### config.mk
export PLATFORM = sky130hd
export DESIGN_NAME = ptg_pins
export DESIGN_NICKNAME = d
export VERILOG_FILES = /design/src/rtl/ptg_pkg.sv /design/src/rtl/ptg_pins.sv
export SDC_FILE = /design/constraint.sdc
export NUM_CORES = 1
export LEC_CHECK = 0
export BUFFER_PORTS_ARGS = -buffer_cell sky130_fd_sc_hd__buf_2
export CAP_MARGIN = 20
export CORE_MARGIN = 2
export CORE_UTILIZATION = 35
export DETAILED_ROUTE_END_ITERATION = 12
export SYNTH_ARGS = -nofsm -noshare
export SYNTH_HDL_FRONTEND = slang
export SYNTH_SLANG_ARGS = --single-unit
### constraint.sdc
create_clock -name sys_clk -period 5.2 [get_ports sys_clk]
set_input_delay 0.52 -clock sys_clk [delete_from_list [all_inputs] [get_ports sys_clk]]
set_output_delay 0.52 -clock sys_clk [all_outputs]
set_load 0.005 [all_outputs]
### src/rtl/ptg_pkg.sv
package ptg_pkg;

    // widths and counts
    localparam int ADDR_W   = 8;
    localparam int DATA_W   = 32;
    localparam int NUM_GPIO = 9;
    localparam int NUM_PWM  = 4;
    localparam int MODE_W   = 2;
    localparam int IDX_W    = 8;
    localparam int CNT_W    = 16;
    localparam int SYNC_W   = 4 + NUM_GPIO;

    // register byte offsets
    localparam logic [ADDR_W-1:0] REG_CTRL      = 8'h00;
    localparam logic [ADDR_W-1:0] REG_CMD       = 8'h04;
    localparam logic [ADDR_W-1:0] REG_SEQ       = 8'h08;
    localparam logic [ADDR_W-1:0] REG_STATUS    = 8'h0C;
    localparam logic [ADDR_W-1:0] REG_GPIO_MODE = 8'h10;
    localparam logic [ADDR_W-1:0] REG_GPIO_OUT  = 8'h14;
    localparam logic [ADDR_W-1:0] REG_GPIO_IN   = 8'h18;
    localparam logic [ADDR_W-1:0] REG_PWM_SEL   = 8'h1C;
    localparam logic [ADDR_W-1:0] REG_PWM_CFG0  = 8'h20;
    localparam logic [ADDR_W-1:0] REG_PWM_STEP  = 8'h04;

    // field positions
    localparam int CTRL_MODE_BIT  = 0;
    localparam int CTRL_AUTO_BIT  = 1;
    localparam int CTRL_SPLIT_BIT = 2;
    localparam int CMD_START_BIT  = 0;
    localparam int CMD_STOP_BIT   = 1;
    localparam int SEQ_CNT_LSB    = 0;
    localparam int SEQ_EXP_LSB    = 16;
    localparam int STAT_RUN_BIT   = 0;
    localparam int STAT_PRIM_BIT  = 1;
    localparam int STAT_STATE_LSB = 2;
    localparam int STAT_IDX_LSB   = 8;
    localparam int GPIO_OE_LSB    = 16;

    // synchroniser lanes
    localparam int SY_ADV  = 0;
    localparam int SY_SS   = 1;
    localparam int SY_LOOP = 2;
    localparam int SY_ROLE = 3;
    localparam int SY_GPIO = 4;

    // reset values
    localparam logic [DATA_W-1:0] CTRL_RST = 32'h0000_0004;
    localparam logic [DATA_W-1:0] SEQ_RST  = 32'h0001_0001;

    typedef enum logic [1:0] {
        GM_INPUT      = 2'h0,
        GM_OUTPUT     = 2'h1,
        GM_BIDIR      = 2'h2,
        GM_OPEN_DRAIN = 2'h3
    } ptg_gpio_mode_e;

    typedef enum logic [1:0] {
        ST_IDLE    = 2'h0,
        ST_EXPOSE  = 2'h1,
        ST_IRQ     = 2'h3,
        ST_ADVANCE = 2'h2
    } ptg_state_e;

    typedef struct packed {
        logic [CNT_W-1:0] duty;
        logic [CNT_W-1:0] period;
    } ptg_pwm_cfg_s;

endpackage : ptg_pkg

### src/rtl/ptg_pins.sv
`timescale 1ns/100ps
module ptg_pins (
    // clock and reset
    input  wire logic                                 sys_clk,
    input  wire logic                                 rst_b,
    // apb slave
    input  wire logic [ptg_pkg::ADDR_W-1:0]           paddr,
    input  wire logic                                 psel,
    input  wire logic                                 penable,
    input  wire logic                                 pwrite,
    input  wire logic [ptg_pkg::DATA_W-1:0]           pwdata,
    output logic      [ptg_pkg::DATA_W-1:0]           prdata,
    output logic                                      pready,
    output logic                                      pslverr,
    // trigger pins
    input  wire logic                                 pattern_advance_in,
    input  wire logic                                 pattern_start_stop_in,
    output logic                                      exposure_active_out,
    output logic                                      first_pattern_out,
    // sequencing interrupt loop
    output logic                                      seq_irq_loop_out,
    input  wire logic                                 seq_irq_loop_in,
    // dual-controller pins
    output logic                                      split_data_cfg_out,
    input  wire logic                                 ctrl_role_in,
    // general-purpose pins
    input  wire logic [ptg_pkg::NUM_GPIO-1:0]         gpio_in,
    output logic      [ptg_pkg::NUM_GPIO-1:0]         gpio_out,
    output logic      [ptg_pkg::NUM_GPIO-1:0]         gpio_oe
);

    localparam int NG = ptg_pkg::NUM_GPIO;
    localparam int NP = ptg_pkg::NUM_PWM;

    // software registers
    logic [ptg_pkg::DATA_W-1:0]      ctrl;
    logic [ptg_pkg::DATA_W-1:0]      seq_cfg;
    logic [NG*ptg_pkg::MODE_W-1:0]   gpio_mode;
    logic [NG-1:0]                   gpio_val;
    logic [NG-1:0]                   gpio_drv;
    logic [NP-1:0]                   pwm_sel;
    ptg_pkg::ptg_pwm_cfg_s           pwm_cfg [NP];

    // synchronised inputs
    logic [ptg_pkg::SYNC_W-1:0]      sy1;
    logic [ptg_pkg::SYNC_W-1:0]      sy2;
    logic [ptg_pkg::SYNC_W-1:0]      sy3;
    logic [ptg_pkg::SYNC_W-1:0]      clean;
    logic [ptg_pkg::SYNC_W-1:0]      clean_d;

    // sequencer
    ptg_pkg::ptg_state_e             state;
    ptg_pkg::ptg_state_e             next_state;
    logic                            running;
    logic [ptg_pkg::IDX_W-1:0]       idx;
    logic [ptg_pkg::CNT_W-1:0]       exp_cnt;
    logic [NP-1:0]                   pwm_wave;

    // decoded events
    logic                            primary;
    logic                            video_mode;
    logic                            adv_rise;
    logic                            ss_rise;
    logic                            ss_fall;
    logic                            loop_rise;
    logic                            wr_en;
    logic                            rd_setup;
    logic                            sw_start;
    logic                            sw_stop;
    logic                            last_idx;
    logic [ptg_pkg::IDX_W-1:0]       pat_count;
    logic [ptg_pkg::CNT_W-1:0]       exp_len;
    logic [ptg_pkg::DATA_W-1:0]      rd_word;
    logic                            rd_hit;
    logic [ptg_pkg::SYNC_W-1:0]      raw_in;

    // ---------------- input synchronisers
    assign raw_in = {gpio_in, ctrl_role_in, seq_irq_loop_in,
                     pattern_start_stop_in, pattern_advance_in};

    // a change is accepted only once stages two and three agree
    always_ff @(posedge sys_clk) begin
        if (!rst_b) begin
            sy1     <= '0;
            sy2     <= '0;
            sy3     <= '0;
            clean   <= '0;
            clean_d <= '0;
        end else begin
            sy1     <= raw_in;
            sy2     <= sy1;
            sy3     <= sy2;
            clean   <= (sy2 & sy3) | (clean & (sy2 ^ sy3));
            clean_d <= clean;
        end
    end

    // role is held secondary until the synchronised pin says otherwise
    assign primary    = clean[ptg_pkg::SY_ROLE];
    assign video_mode = ctrl[ptg_pkg::CTRL_MODE_BIT] & primary;
    assign adv_rise   = clean[ptg_pkg::SY_ADV] & ~clean_d[ptg_pkg::SY_ADV];
    assign ss_rise    = clean[ptg_pkg::SY_SS] & ~clean_d[ptg_pkg::SY_SS];
    assign ss_fall    = ~clean[ptg_pkg::SY_SS] & clean_d[ptg_pkg::SY_SS];
    assign loop_rise  = clean[ptg_pkg::SY_LOOP] & ~clean_d[ptg_pkg::SY_LOOP];

    // ---------------- apb slave, zero wait states
    assign pready   = 1'b1;
    assign wr_en    = psel & penable & pwrite;
    assign rd_setup = psel & ~penable & ~pwrite;
    assign sw_start = wr_en && (paddr == ptg_pkg::REG_CMD) && pwdata[ptg_pkg::CMD_START_BIT];
    assign sw_stop  = wr_en && (paddr == ptg_pkg::REG_CMD) && pwdata[ptg_pkg::CMD_STOP_BIT];

    always_ff @(posedge sys_clk) begin
        if (!rst_b) begin
            ctrl      <= ptg_pkg::CTRL_RST;
            seq_cfg   <= ptg_pkg::SEQ_RST;
            gpio_mode <= '0;
            gpio_val  <= '0;
            gpio_drv  <= '0;
            pwm_sel   <= '0;
        end else if (wr_en) begin
            case (paddr)
                ptg_pkg::REG_CTRL:      ctrl      <= pwdata;
                ptg_pkg::REG_SEQ:       seq_cfg   <= pwdata;
                ptg_pkg::REG_GPIO_MODE: gpio_mode <= pwdata[NG*ptg_pkg::MODE_W-1:0];
                ptg_pkg::REG_GPIO_OUT: begin
                    gpio_val <= pwdata[NG-1:0];
                    gpio_drv <= pwdata[ptg_pkg::GPIO_OE_LSB +: NG];
                end
                ptg_pkg::REG_PWM_SEL:   pwm_sel   <= pwdata[NP-1:0];
                default: ;
            endcase
        end
    end

    genvar gc;
    generate
        for (gc = 0; gc < NP; gc++) begin : g_cfg
            localparam logic [ptg_pkg::ADDR_W-1:0] CFG_ADDR =
                ptg_pkg::ADDR_W'(ptg_pkg::REG_PWM_CFG0 + gc * ptg_pkg::REG_PWM_STEP);
            always_ff @(posedge sys_clk) begin
                if (!rst_b) begin
                    pwm_cfg[gc] <= '0;
                end else if (wr_en && paddr == CFG_ADDR) begin
                    pwm_cfg[gc] <= pwdata;
                end
            end
        end
    endgenerate

    always_comb begin
        rd_word = '0;
        rd_hit  = 1'b1;
        case (paddr)
            ptg_pkg::REG_CTRL:      rd_word = ctrl;
            ptg_pkg::REG_CMD:       rd_word = '0;
            ptg_pkg::REG_SEQ:       rd_word = seq_cfg;
            ptg_pkg::REG_STATUS: begin
                rd_word[ptg_pkg::STAT_RUN_BIT]          = running;
                rd_word[ptg_pkg::STAT_PRIM_BIT]         = primary;
                rd_word[ptg_pkg::STAT_STATE_LSB +: 2]   = state;
                rd_word[ptg_pkg::STAT_IDX_LSB +: ptg_pkg::IDX_W] = idx;
            end
            ptg_pkg::REG_GPIO_MODE: rd_word[NG*ptg_pkg::MODE_W-1:0] = gpio_mode;
            ptg_pkg::REG_GPIO_OUT: begin
                rd_word[NG-1:0]                     = gpio_val;
                rd_word[ptg_pkg::GPIO_OE_LSB +: NG] = gpio_drv;
            end
            ptg_pkg::REG_GPIO_IN:   rd_word[NG-1:0] = clean[ptg_pkg::SY_GPIO +: NG];
            ptg_pkg::REG_PWM_SEL:   rd_word[NP-1:0] = pwm_sel;
            default: begin
                rd_hit = 1'b0;
                for (int k = 0; k < NP; k++) begin
                    if (paddr == ptg_pkg::ADDR_W'(ptg_pkg::REG_PWM_CFG0
                                                  + k * ptg_pkg::REG_PWM_STEP)) begin
                        rd_word = pwm_cfg[k];
                        rd_hit  = 1'b1;
                    end
                end
            end
        endcase
    end

    // read data and error are caught in the setup cycle so the access phase sees flops
    always_ff @(posedge sys_clk) begin
        if (!rst_b) begin
            prdata  <= '0;
            pslverr <= 1'b0;
        end else if (psel & ~penable) begin
            prdata  <= rd_setup ? rd_word : '0;
            pslverr <= ~rd_hit;
        end
    end

    // ---------------- run control
    // trigger and software are merged: either source can start, either can stop;
    // a start landing together with a stop wins so that no start is dropped
    always_ff @(posedge sys_clk) begin
        if (!rst_b) begin
            running <= 1'b0;
        end else if (!video_mode) begin
            running <= 1'b0;
        end else if (ss_rise | sw_start) begin
            running <= 1'b1;
        end else if (ss_fall | sw_stop) begin
            running <= 1'b0;
        end
    end

    // ---------------- pattern sequencer
    assign pat_count = seq_cfg[ptg_pkg::SEQ_CNT_LSB +: ptg_pkg::IDX_W];
    assign exp_len   = seq_cfg[ptg_pkg::SEQ_EXP_LSB +: ptg_pkg::CNT_W];
    assign last_idx  = (pat_count <= 8'h01) || (idx >= pat_count - 8'h01);

    always_comb begin
        next_state = state;
        case (state)
            ptg_pkg::ST_IDLE:
                if (running) next_state = ptg_pkg::ST_EXPOSE;
            ptg_pkg::ST_EXPOSE:
                if (exp_cnt <= 16'h0001) next_state = ptg_pkg::ST_IRQ;
            // the step happens only once the interrupt has come back on the loop input
            ptg_pkg::ST_IRQ:
                if (loop_rise) next_state = ptg_pkg::ST_ADVANCE;
            ptg_pkg::ST_ADVANCE:
                if (!running) next_state = ptg_pkg::ST_IDLE;
                else if (adv_rise | ctrl[ptg_pkg::CTRL_AUTO_BIT])
                    next_state = ptg_pkg::ST_EXPOSE;
            default: next_state = ptg_pkg::ST_IDLE;
        endcase
        if (!video_mode) next_state = ptg_pkg::ST_IDLE;
    end

    always_ff @(posedge sys_clk) begin
        if (!rst_b) begin
            state <= ptg_pkg::ST_IDLE;
        end else begin
            state <= next_state;
        end
    end

    // index restarts at the first pattern on a start from idle; a restart before idle is reached keeps the index
    always_ff @(posedge sys_clk) begin
        if (!rst_b) begin
            idx <= '0;
        end else if (state == ptg_pkg::ST_IDLE) begin
            idx <= '0;
        end else if (state == ptg_pkg::ST_IRQ && loop_rise) begin
            idx <= last_idx ? '0 : idx + 8'h01;
        end
    end

    // a zero exposure length still gives one cycle of exposure
    always_ff @(posedge sys_clk) begin
        if (!rst_b) begin
            exp_cnt <= '0;
        end else if (next_state == ptg_pkg::ST_EXPOSE && state != ptg_pkg::ST_EXPOSE) begin
            exp_cnt <= exp_len;
        end else if (state == ptg_pkg::ST_EXPOSE && exp_cnt != '0) begin
            exp_cnt <= exp_cnt - 16'h0001;
        end
    end

    always_ff @(posedge sys_clk) begin
        if (!rst_b) begin
            exposure_active_out <= 1'b0;
            first_pattern_out   <= 1'b0;
            seq_irq_loop_out    <= 1'b0;
        end else begin
            exposure_active_out <= (next_state == ptg_pkg::ST_EXPOSE);
            first_pattern_out   <= (next_state == ptg_pkg::ST_EXPOSE) &&
                                   (idx == '0);
            seq_irq_loop_out    <= (next_state == ptg_pkg::ST_IRQ);
        end
    end

    // the split request falls when the role pin says secondary
    always_ff @(posedge sys_clk) begin
        if (!rst_b) begin
            split_data_cfg_out <= 1'b1;
        end else begin
            split_data_cfg_out <= ctrl[ptg_pkg::CTRL_SPLIT_BIT] & primary;
        end
    end

    // ---------------- pwm generators
    genvar gp;
    generate
        for (gp = 0; gp < NP; gp++) begin : g_pwm
            logic [ptg_pkg::CNT_W-1:0] cnt;
            always_ff @(posedge sys_clk) begin
                if (!rst_b) begin
                    cnt          <= '0;
                    pwm_wave[gp] <= 1'b0;
                end else if (!pwm_sel[gp] || !primary) begin
                    cnt          <= '0;
                    pwm_wave[gp] <= 1'b0;
                end else begin
                    cnt          <= (cnt >= pwm_cfg[gp].period) ? '0 : cnt + 16'h0001;
                    pwm_wave[gp] <= (cnt < pwm_cfg[gp].duty);
                end
            end
        end
    endgenerate

    // ---------------- general-purpose pins
    genvar gi;
    generate
        for (gi = 0; gi < NG; gi++) begin : g_gpio
            ptg_pkg::ptg_gpio_mode_e mode;
            logic                    val;
            assign mode = ptg_pkg::ptg_gpio_mode_e'(gpio_mode[gi*ptg_pkg::MODE_W +:
                                                              ptg_pkg::MODE_W]);
            if (gi < NP) begin : g_alt
                assign val = pwm_sel[gi] ? pwm_wave[gi] : gpio_val[gi];
            end else begin : g_plain
                assign val = gpio_val[gi];
            end
            always_ff @(posedge sys_clk) begin
                if (!rst_b) begin
                    gpio_out[gi] <= 1'b0;
                    gpio_oe[gi]  <= 1'b0;
                end else if (!primary) begin
                    gpio_out[gi] <= 1'b0;
                    gpio_oe[gi]  <= 1'b0;
                end else begin
                    case (mode)
                        ptg_pkg::GM_OUTPUT: begin
                            gpio_out[gi] <= val;
                            gpio_oe[gi]  <= 1'b1;
                        end
                        ptg_pkg::GM_BIDIR: begin
                            gpio_out[gi] <= val;
                            gpio_oe[gi]  <= gpio_drv[gi];
                        end
                        // open-drain only ever pulls low; the pull-up gives the high
                        ptg_pkg::GM_OPEN_DRAIN: begin
                            gpio_out[gi] <= 1'b0;
                            gpio_oe[gi]  <= ~val;
                        end
                        default: begin
                            gpio_out[gi] <= 1'b0;
                            gpio_oe[gi]  <= 1'b0;
                        end
                    endcase
                end
            end
        end
    endgenerate

endmodule : ptg_pins

==> qor.txt, run 1 <==
met1 Usage GRT: 0.284
Placer Congestion: 0.932
core area: 61700 µm²
worst min path class: input pin to register
post-DP HPWL: 53400 µm
Register Area: 10000 µm²
Setup Viol. Count Final: 0
EDFF count, synth: 128
WP buf/inv: 0
max-cap violations: 0
worst hold path depth: 2
# rows: 91
WL per Instance: 22.0 µm
WP data arrival: 3550 ps
maximum VDD drop: 0.269 mV
nature of the critical path endpoint: register
R2R Path Start: seq_cfg[2]$_SDFFE_PN0P_
pre-CTS setup slack: 2020 ps
Critical Path RT: 5740 ps
Ports: 114
maximum clock path buffer count: 3
unrepaired setup endpoints after global routing: no
Reg-to-Reg End: idx[2]$_SDFFE_PP0P_
hold path start: gpio_in[3]
first-pass GRT wire length: 106000 µm
drt pass-1 iters: 6
min Tclk post-route: 3010 ps
synth unique cells: 83
Primary FF master, synth: dfxtp_1
Die X: 254 µm
layout cell share with drive strength beyond 1: 0.111
Crit Path Class: register to register
met3 Track Usage GR: 0.0323
area of the multi-input gates: 10800 µm²
antenna-violating nets left: 0
final hold vios: 0
Global Route met2 Usage: 0.358
Avg Inst Size Synth: 9.54 µm²
largest delay contributor family on the critical path: simple AND/OR/NAND/NOR gates
register area share after synthesis: 0.459
Area growth syn-to-layout: 14.3%
Final #Nets: 2601
Most Used Layer, Global Route: met2
worst skew pair latency: 630 ps
gr ovfl total: 0
Final Non-Filler Cells: 3248
status: finished, final reports clean
Initial Util: 0.354
cell breakdown of the critical path: or4_1 > nor4_1 > xnor2_1 > ha_1 > nand4_1 > nor2_1 > a211oi_1 > nand4b_1 > a31oi_1
Post-Route Utilization: 0.405
PD cells: 303 nW/µm²
Synth area leaders: dfxtp_1 (28%), edfxtp_1 (18%), ha_1 (10%)
Synth Register Bits: 437
R2R depth: 9
CP startpoint kind: register
Critical-path top delay cell: a211oi_1
Hold Path Sink: sy1[7]$_SDFF_PN0_
count of pins over their slew limit: 0
final wirelength: 71300 µm
Relative slew margins: 0.275
cells after synthesis: 2290
total negative slack: 0 ps
Setup Buffers After CTS: 0
Worst-path clk slew: 60 ps
hold buffer count at CTS: 0
minimum hold slack: 102 ps
r2r setup slk: 2190 ps
post-layout worst setup margin: 2190 ps
Post-Synthesis Net Count: 2522
P_leak: 9.96 nW
root buf cell: clkbuf_16
CTS Buf Count: 48
Inst Count DP: 3148
PortBufs: 112
post-synth top area cell: dfxtp_1
mapped cell area: 21900 µm²
die height: 254 µm
FMAX: 332 MHz
drt via density: 5.39
vias in the first global route: 16.7k
post-synth top area share: 0.283
TritonCTS clock tree: done
Synthesis Warnings: 0
Tcrit/Tclk final: 0.579
Final Skew: 30.4 ps
DR vias: 17.5k
Crit path largest cell delay: 630 ps
worst-path fanout max: 6
number of H-tree levels: 2
largest net degree at the start of global routing: 90
CTS sink cnt: 437
total die area: 64500 µm²
Slew @ Worst Pin: 1080 ps
DRC viols: 0
Async S/R FF share, synth: 0
Iteration-0 DRC Markers: 1878
GRT Resource Usage Total: 0.219
initial antenna violation count: 1
Resized cells post-CTS: 0
Filler Cell Count: 6157
==> placed cells by master, fill, tap and decap left out, drive strengths merged, types with 23 or more instances in the layout <==
master    n
nand3    51
inv     158
edfxtp  128
mux2i    63
xor2     43
nand4    33
o21ai    74
a211oi   23
nor2    107
dfxtp   309
clkbuf   68
buf     140
nand2   289
xnor2    24
ha      174
nor3     30
and2    177
a22oi    44
a21oi   201
==> registers in the layout, summed over array words and instances, names as in the netlist, 13 cells and up <==
name / cells
sy1: 13
sy2: 13
gpio_mode: 18
ctrl: 32
clean: 13
g_pwm.cnt: 64
seq_cfg: 32
sy3: 13
prdata: 32
pwm_cfg: 128
exp_cnt: 16
==> per-stage QoR <==
step	cell area [µm²]	total power [mW]
floorplan	21900	3.87
global placement	23200	4.07
detailed placement	23200	4.08
CTS	24900	7.60
global route	25000	7.78
finish	25000	7.56
==> cell families after synthesis <==
logic type,after synthesis,synth area share
simple gates,771,0.177
compound gates,492,0.140
flops,437,0.459
buf+inv,265,0.0485
fa+ha+maj,174,0.0996
mux,83,0.0484
xor+xnor,67,0.0269
other cells,1,0.000172
==> worst register-to-register path, stage by stage (launching register included) <==
cell	delay, ps
dfxtp_1	390
or4_1	610
nor4_1	290
xnor2_1	170
ha_1	260
nand4_1	100
nor2_1	50
a211oi_1	630
nand4b_1	230
a31oi_1	210
==> synthesized netlist by cell type (6+ instances only) <==
cell type  count
a32oi_1        8
nand2_1      289
mux2i_1       63
dfxtp_1      309
and2_1       176
or3_1          8
o21a_1        13
xor2_1        43
a22oi_1       44
nand2b_1      12
nand4_1       33
a221oi_1       6
a311oi_1       7
buf_2         27
a2111oi_0      6
and4_1         6
nand3_1       50
nor3_1        27
o21ai_0       71
edfxtp_1     128
o211ai_1      18
o22ai_1       18
clkbuf_1      75
ha_1         174
xnor2_1       24
nor2b_1        7
a21o_1        21
and3_1        14
mux4_2        18
a21oi_1      200
a211oi_1      23
inv_1        153
nor2_1       105
a31oi_1       14
nor3b_1        8
==> per-layer routing <==
metal,vias up,routed length (µm)
met4,0,3430
met3,145,4690
met5,-,0
met2,642,33200
met1,8494,30100
li1,8229,-
==> report_power, final <==
group	internal [mW]	switching (mW)
registers	3.57	0.0647
clock network	2.04	1.50
logic	0.120	0.263
==> area by class of cell <==
| class | count | share of cell area |
|---|---|---|
| repair buffers | 140 | 0.0337 |
| inverters | 154 | 0.0232 |
| multi-input cells | 1588 | 0.433 |
| clock inverters | 22 | 0.0102 |
| well taps | 837 | 0.0419 |
| diodes | 2 | 0.000200 |
| flip-flops and latches | 437 | 0.402 |
| clock buffers | 68 | 0.0558 |
==> worst max-delay path by stage <==
stage	start	end	depth (start not counted)
final	seq_cfg[2]$_SDFFE_PN0P_	idx[2]$_SDFFE_PP0P_	9
after global routing	seq_cfg[2]$_SDFFE_PN0P_	idx[2]$_SDFFE_PP0P_	9
after CTS	seq_cfg[2]$_SDFFE_PN0P_	idx[2]$_SDFFE_PP0P_	9
after detailed placement	rst_b	g_pwm[1].cnt[3]$_SDFF_PP0_	6
after global placement	paddr[2]	pwm_cfg[3][29]$_SDFFCE_PN0P_	4
after floorplan	paddr[4]	pwm_cfg[0][0]$_SDFFCE_PN0P_	4
(Power assumes the default switching activity.)
==> run 2: changes to the inputs <==
clock period = 2.9 ns   (was 5.2 ns; I/O delays follow)
==> run 2 against run 1 <==
Wire length about the same. Non-clock buffer count up 40. Sequential power increased by 79%. Cell count increased by 1.4%. Via count rose by 1.3%. First-iteration DRC count down 9.9%. Clock power rose by 84%. Design area grew 1.5%. Worst hold slack got worse by 78 ps. Setup slack got worse by 1900 ps.
==> qor.txt, run 2 (same netlist as run 1, synthesis figures left out) <==
status: finished, final reports clean
PortBufs: 112 (unchanged)
post-DP HPWL: 53400 µm (about the same)
Final Non-Filler Cells: 3292 (+1.4%)
first-pass GRT wire length: 107000 µm (+1.0%)
layout cell share with drive strength beyond 1: 0.114 (+0.00249)
min Tclk post-route: 2620 ps (-393 ps)
gr ovfl total: 0 (unchanged)
WP data arrival: 3150 ps (-400 ps)
Power, Total: 13.7 mW (+81%)
sw power: 3.26 mW (+78%)
Iteration-0 DRC Markers: 1692 (-9.9%)
minimum hold slack: 24.3 ps (-78.0 ps)
Regs by FF count: pwm_cfg: 128 flops, g_pwm.cnt: 64 flops
Relative slew margins: 0.426 (+0.151)
P_leak: 10.1 nW (+1.5%)
drt via density: 5.39 (about the same)
Crit Path Class: register to register
# rows: 91 (unchanged)
most frequent cells in the layout: dfxtp_1 (309), nand2_1 (289), a21oi_1 (200), and2_1 (177), ha_1 (174)
CP startpoint kind: register
Slew @ Worst Pin: 839 ps (-242 ps)
Area growth syn-to-layout: 16.0%
worst min path class: input pin to register
core area: 61700 µm² (unchanged)
Final Skew: 32.7 ps (+2.32 ps)
Ports: 114 (unchanged)
Setup Viol. Count Final: 0 (unchanged)
unrepaired setup endpoints after global routing: no
Placer Congestion: 0.932 (about the same)
GRT Resource Usage Total: 0.220 (+0.000803)
CTS Buf Count: 50 (+4.2%)
Switching Fraction: 0.238 (-0.00403)
root buf cell: clkbuf_16
PD cells: 541 nW/µm² (+79%)
die height: 254 µm (unchanged)
worst hold path depth: 3 (+1)
worst skew pair latency: 610 ps (-20 ps)
pre-CTS setup slack: 367 ps (-1660 ps)
WL per Instance: 21.7 µm (-1.3%)
count of pins over their slew limit: 0 (unchanged)
Die X: 254 µm (unchanged)
number of H-tree levels: 2 (unchanged)
final hold vios: 0 (unchanged)
final wirelength: 71400 µm (about the same)
Filler Cell Count: 6052 (-1.7%)
post-layout worst setup margin: 283 ps (-1910 ps)
antenna-violating nets left: 0 (unchanged)
Clk pwr share: 0.474 (+0.005)
sequential cell fraction of total power: 0.473 (-0.008)
CTS sink cnt: 437 (unchanged)
Resized cells post-CTS: 0 (unchanged)
DR vias: 17.7k (+1.3%)
maximum VDD drop: 0.429 mV (+59%)
Tcrit/Tclk final: 0.902 (+0.324)
max-cap violations: 0 (unchanged)
DRC viols: 0 (unchanged)
Worst-path clk slew: 60 ps (about the same)
FMAX: 382 MHz (+15%)
Pint: 10.5 mW (+82%)
TritonCTS clock tree: done
drt pass-1 iters: 6 (unchanged)
Initial Util: 0.354 (unchanged)
Comb power frac: 0.053 (+0.002)
most common cell after layout, fill and taps aside: dfxtp_1
Post-Route Utilization: 0.411 (+0.00608)
Top reg by flops: pwm_cfg
max FFs per register: 128 (unchanged)
R2R depth: 10 (+1)
largest net degree at the start of global routing: 73 (-19%)
Critical Path RT: 3430 ps (-2310 ps)
initial antenna violation count: 8 (+7)
Inst Count DP: 3172 (+0.76%)
maximum clock path buffer count: 3 (unchanged)
Final #Nets: 2643 (+1.6%)
total die area: 64500 µm² (unchanged)
Setup Buffers After CTS: 0 (unchanged)
vias in the first global route: 17.0k (+1.3%)
nature of the critical path endpoint: register
worst-path fanout max: 6 (unchanged)
-- run 2: changes by cell type in the layout (fill, tap and decap cells not counted), sizes merged --
cell and delta:
bufinv +3, buf +18, dlygate4sd3 +22, clkinv -3, clkinvlp +6, clkbuf -2
-- run 2: layout make-up --
cell class / count / area [µm²] / share of cell area
clock inverters: 28 / 333 / 0.0131
multi-input cells: 1588 / 10800 / 0.427
diodes: 2 / 5.00 / 0.000197
well taps: 837 / 1050 / 0.0413
repair buffers: 180 / 1190 / 0.0470
flip-flops and latches: 437 / 10000 / 0.396
inverters: 154 / 581 / 0.0229
clock buffers: 66 / 1340 / 0.0529
-- run 2: path summary, 6_finish.rpt --
kind	from	endpoint	slack (ps)
setup reg to reg	seq_cfg[2]$_SDFFE_PN0P_	idx[2]$_SDFFE_PP0P_	280
hold / removal	pwdata[30]	seq_cfg[30]$_SDFFE_PN0P_	20
hold reg to reg	sy1[0]$_SDFF_PN0_	sy2[0]$_SDFF_PN0_	400
setup / recovery	seq_cfg[2]$_SDFFE_PN0P_	idx[2]$_SDFFE_PP0P_	280
-- run 2: timing repair --
action / CTS / global route
hold endpoints to repair: 36 / 0
hold buffers: 22 / 0
endpoints found under the setup margin: 0 / 0
-- run 2: through the flow --
| step | area, µm² | setup TNS [ps] |
|---|---|---|
| 2_1_floorplan | 21900 | -11590 |
| 3_3_place_gp | 23400 | 0 |
| 3_5_place_dp | 23400 | 0 |
| 4_1_cts | 25300 | 0 |
| 5_1_grt | 25300 | 0 |
| 6_report | 25300 | 0 |
-- run 2: power by group through the flow --
stage	registers, mW	logic, mW	clock network, mW
6_report	6.48	0.731	6.50
5_1_grt	6.49	0.776	6.84
4_1_cts	6.48	0.726	6.60
3_5_place_dp	6.61	0.697	0
3_3_place_gp	6.61	0.681	0
2_1_floorplan	6.57	0.371	0
-- run 2: critical path, cell delays in order (launching register included) --
cell and delay (ps):
dfxtp_1 360, or4_1 590, nor4_1 270, xnor2_1 170
ha_1 270, nand4_1 110, nor2_1 50, a211oi_1 240
buf_4 180, nand4b_1 110, a31oi_1 180
-- run 2: layer usage --
metal,share of wire,GRT usage,up-vias
li1,-,-,8314
met1,0.42,0.291,8653
met2,0.47,0.363,648
met3,0.069,0.0301,114
met4,0.038,0.0854,6
met5,0.00053,0,-
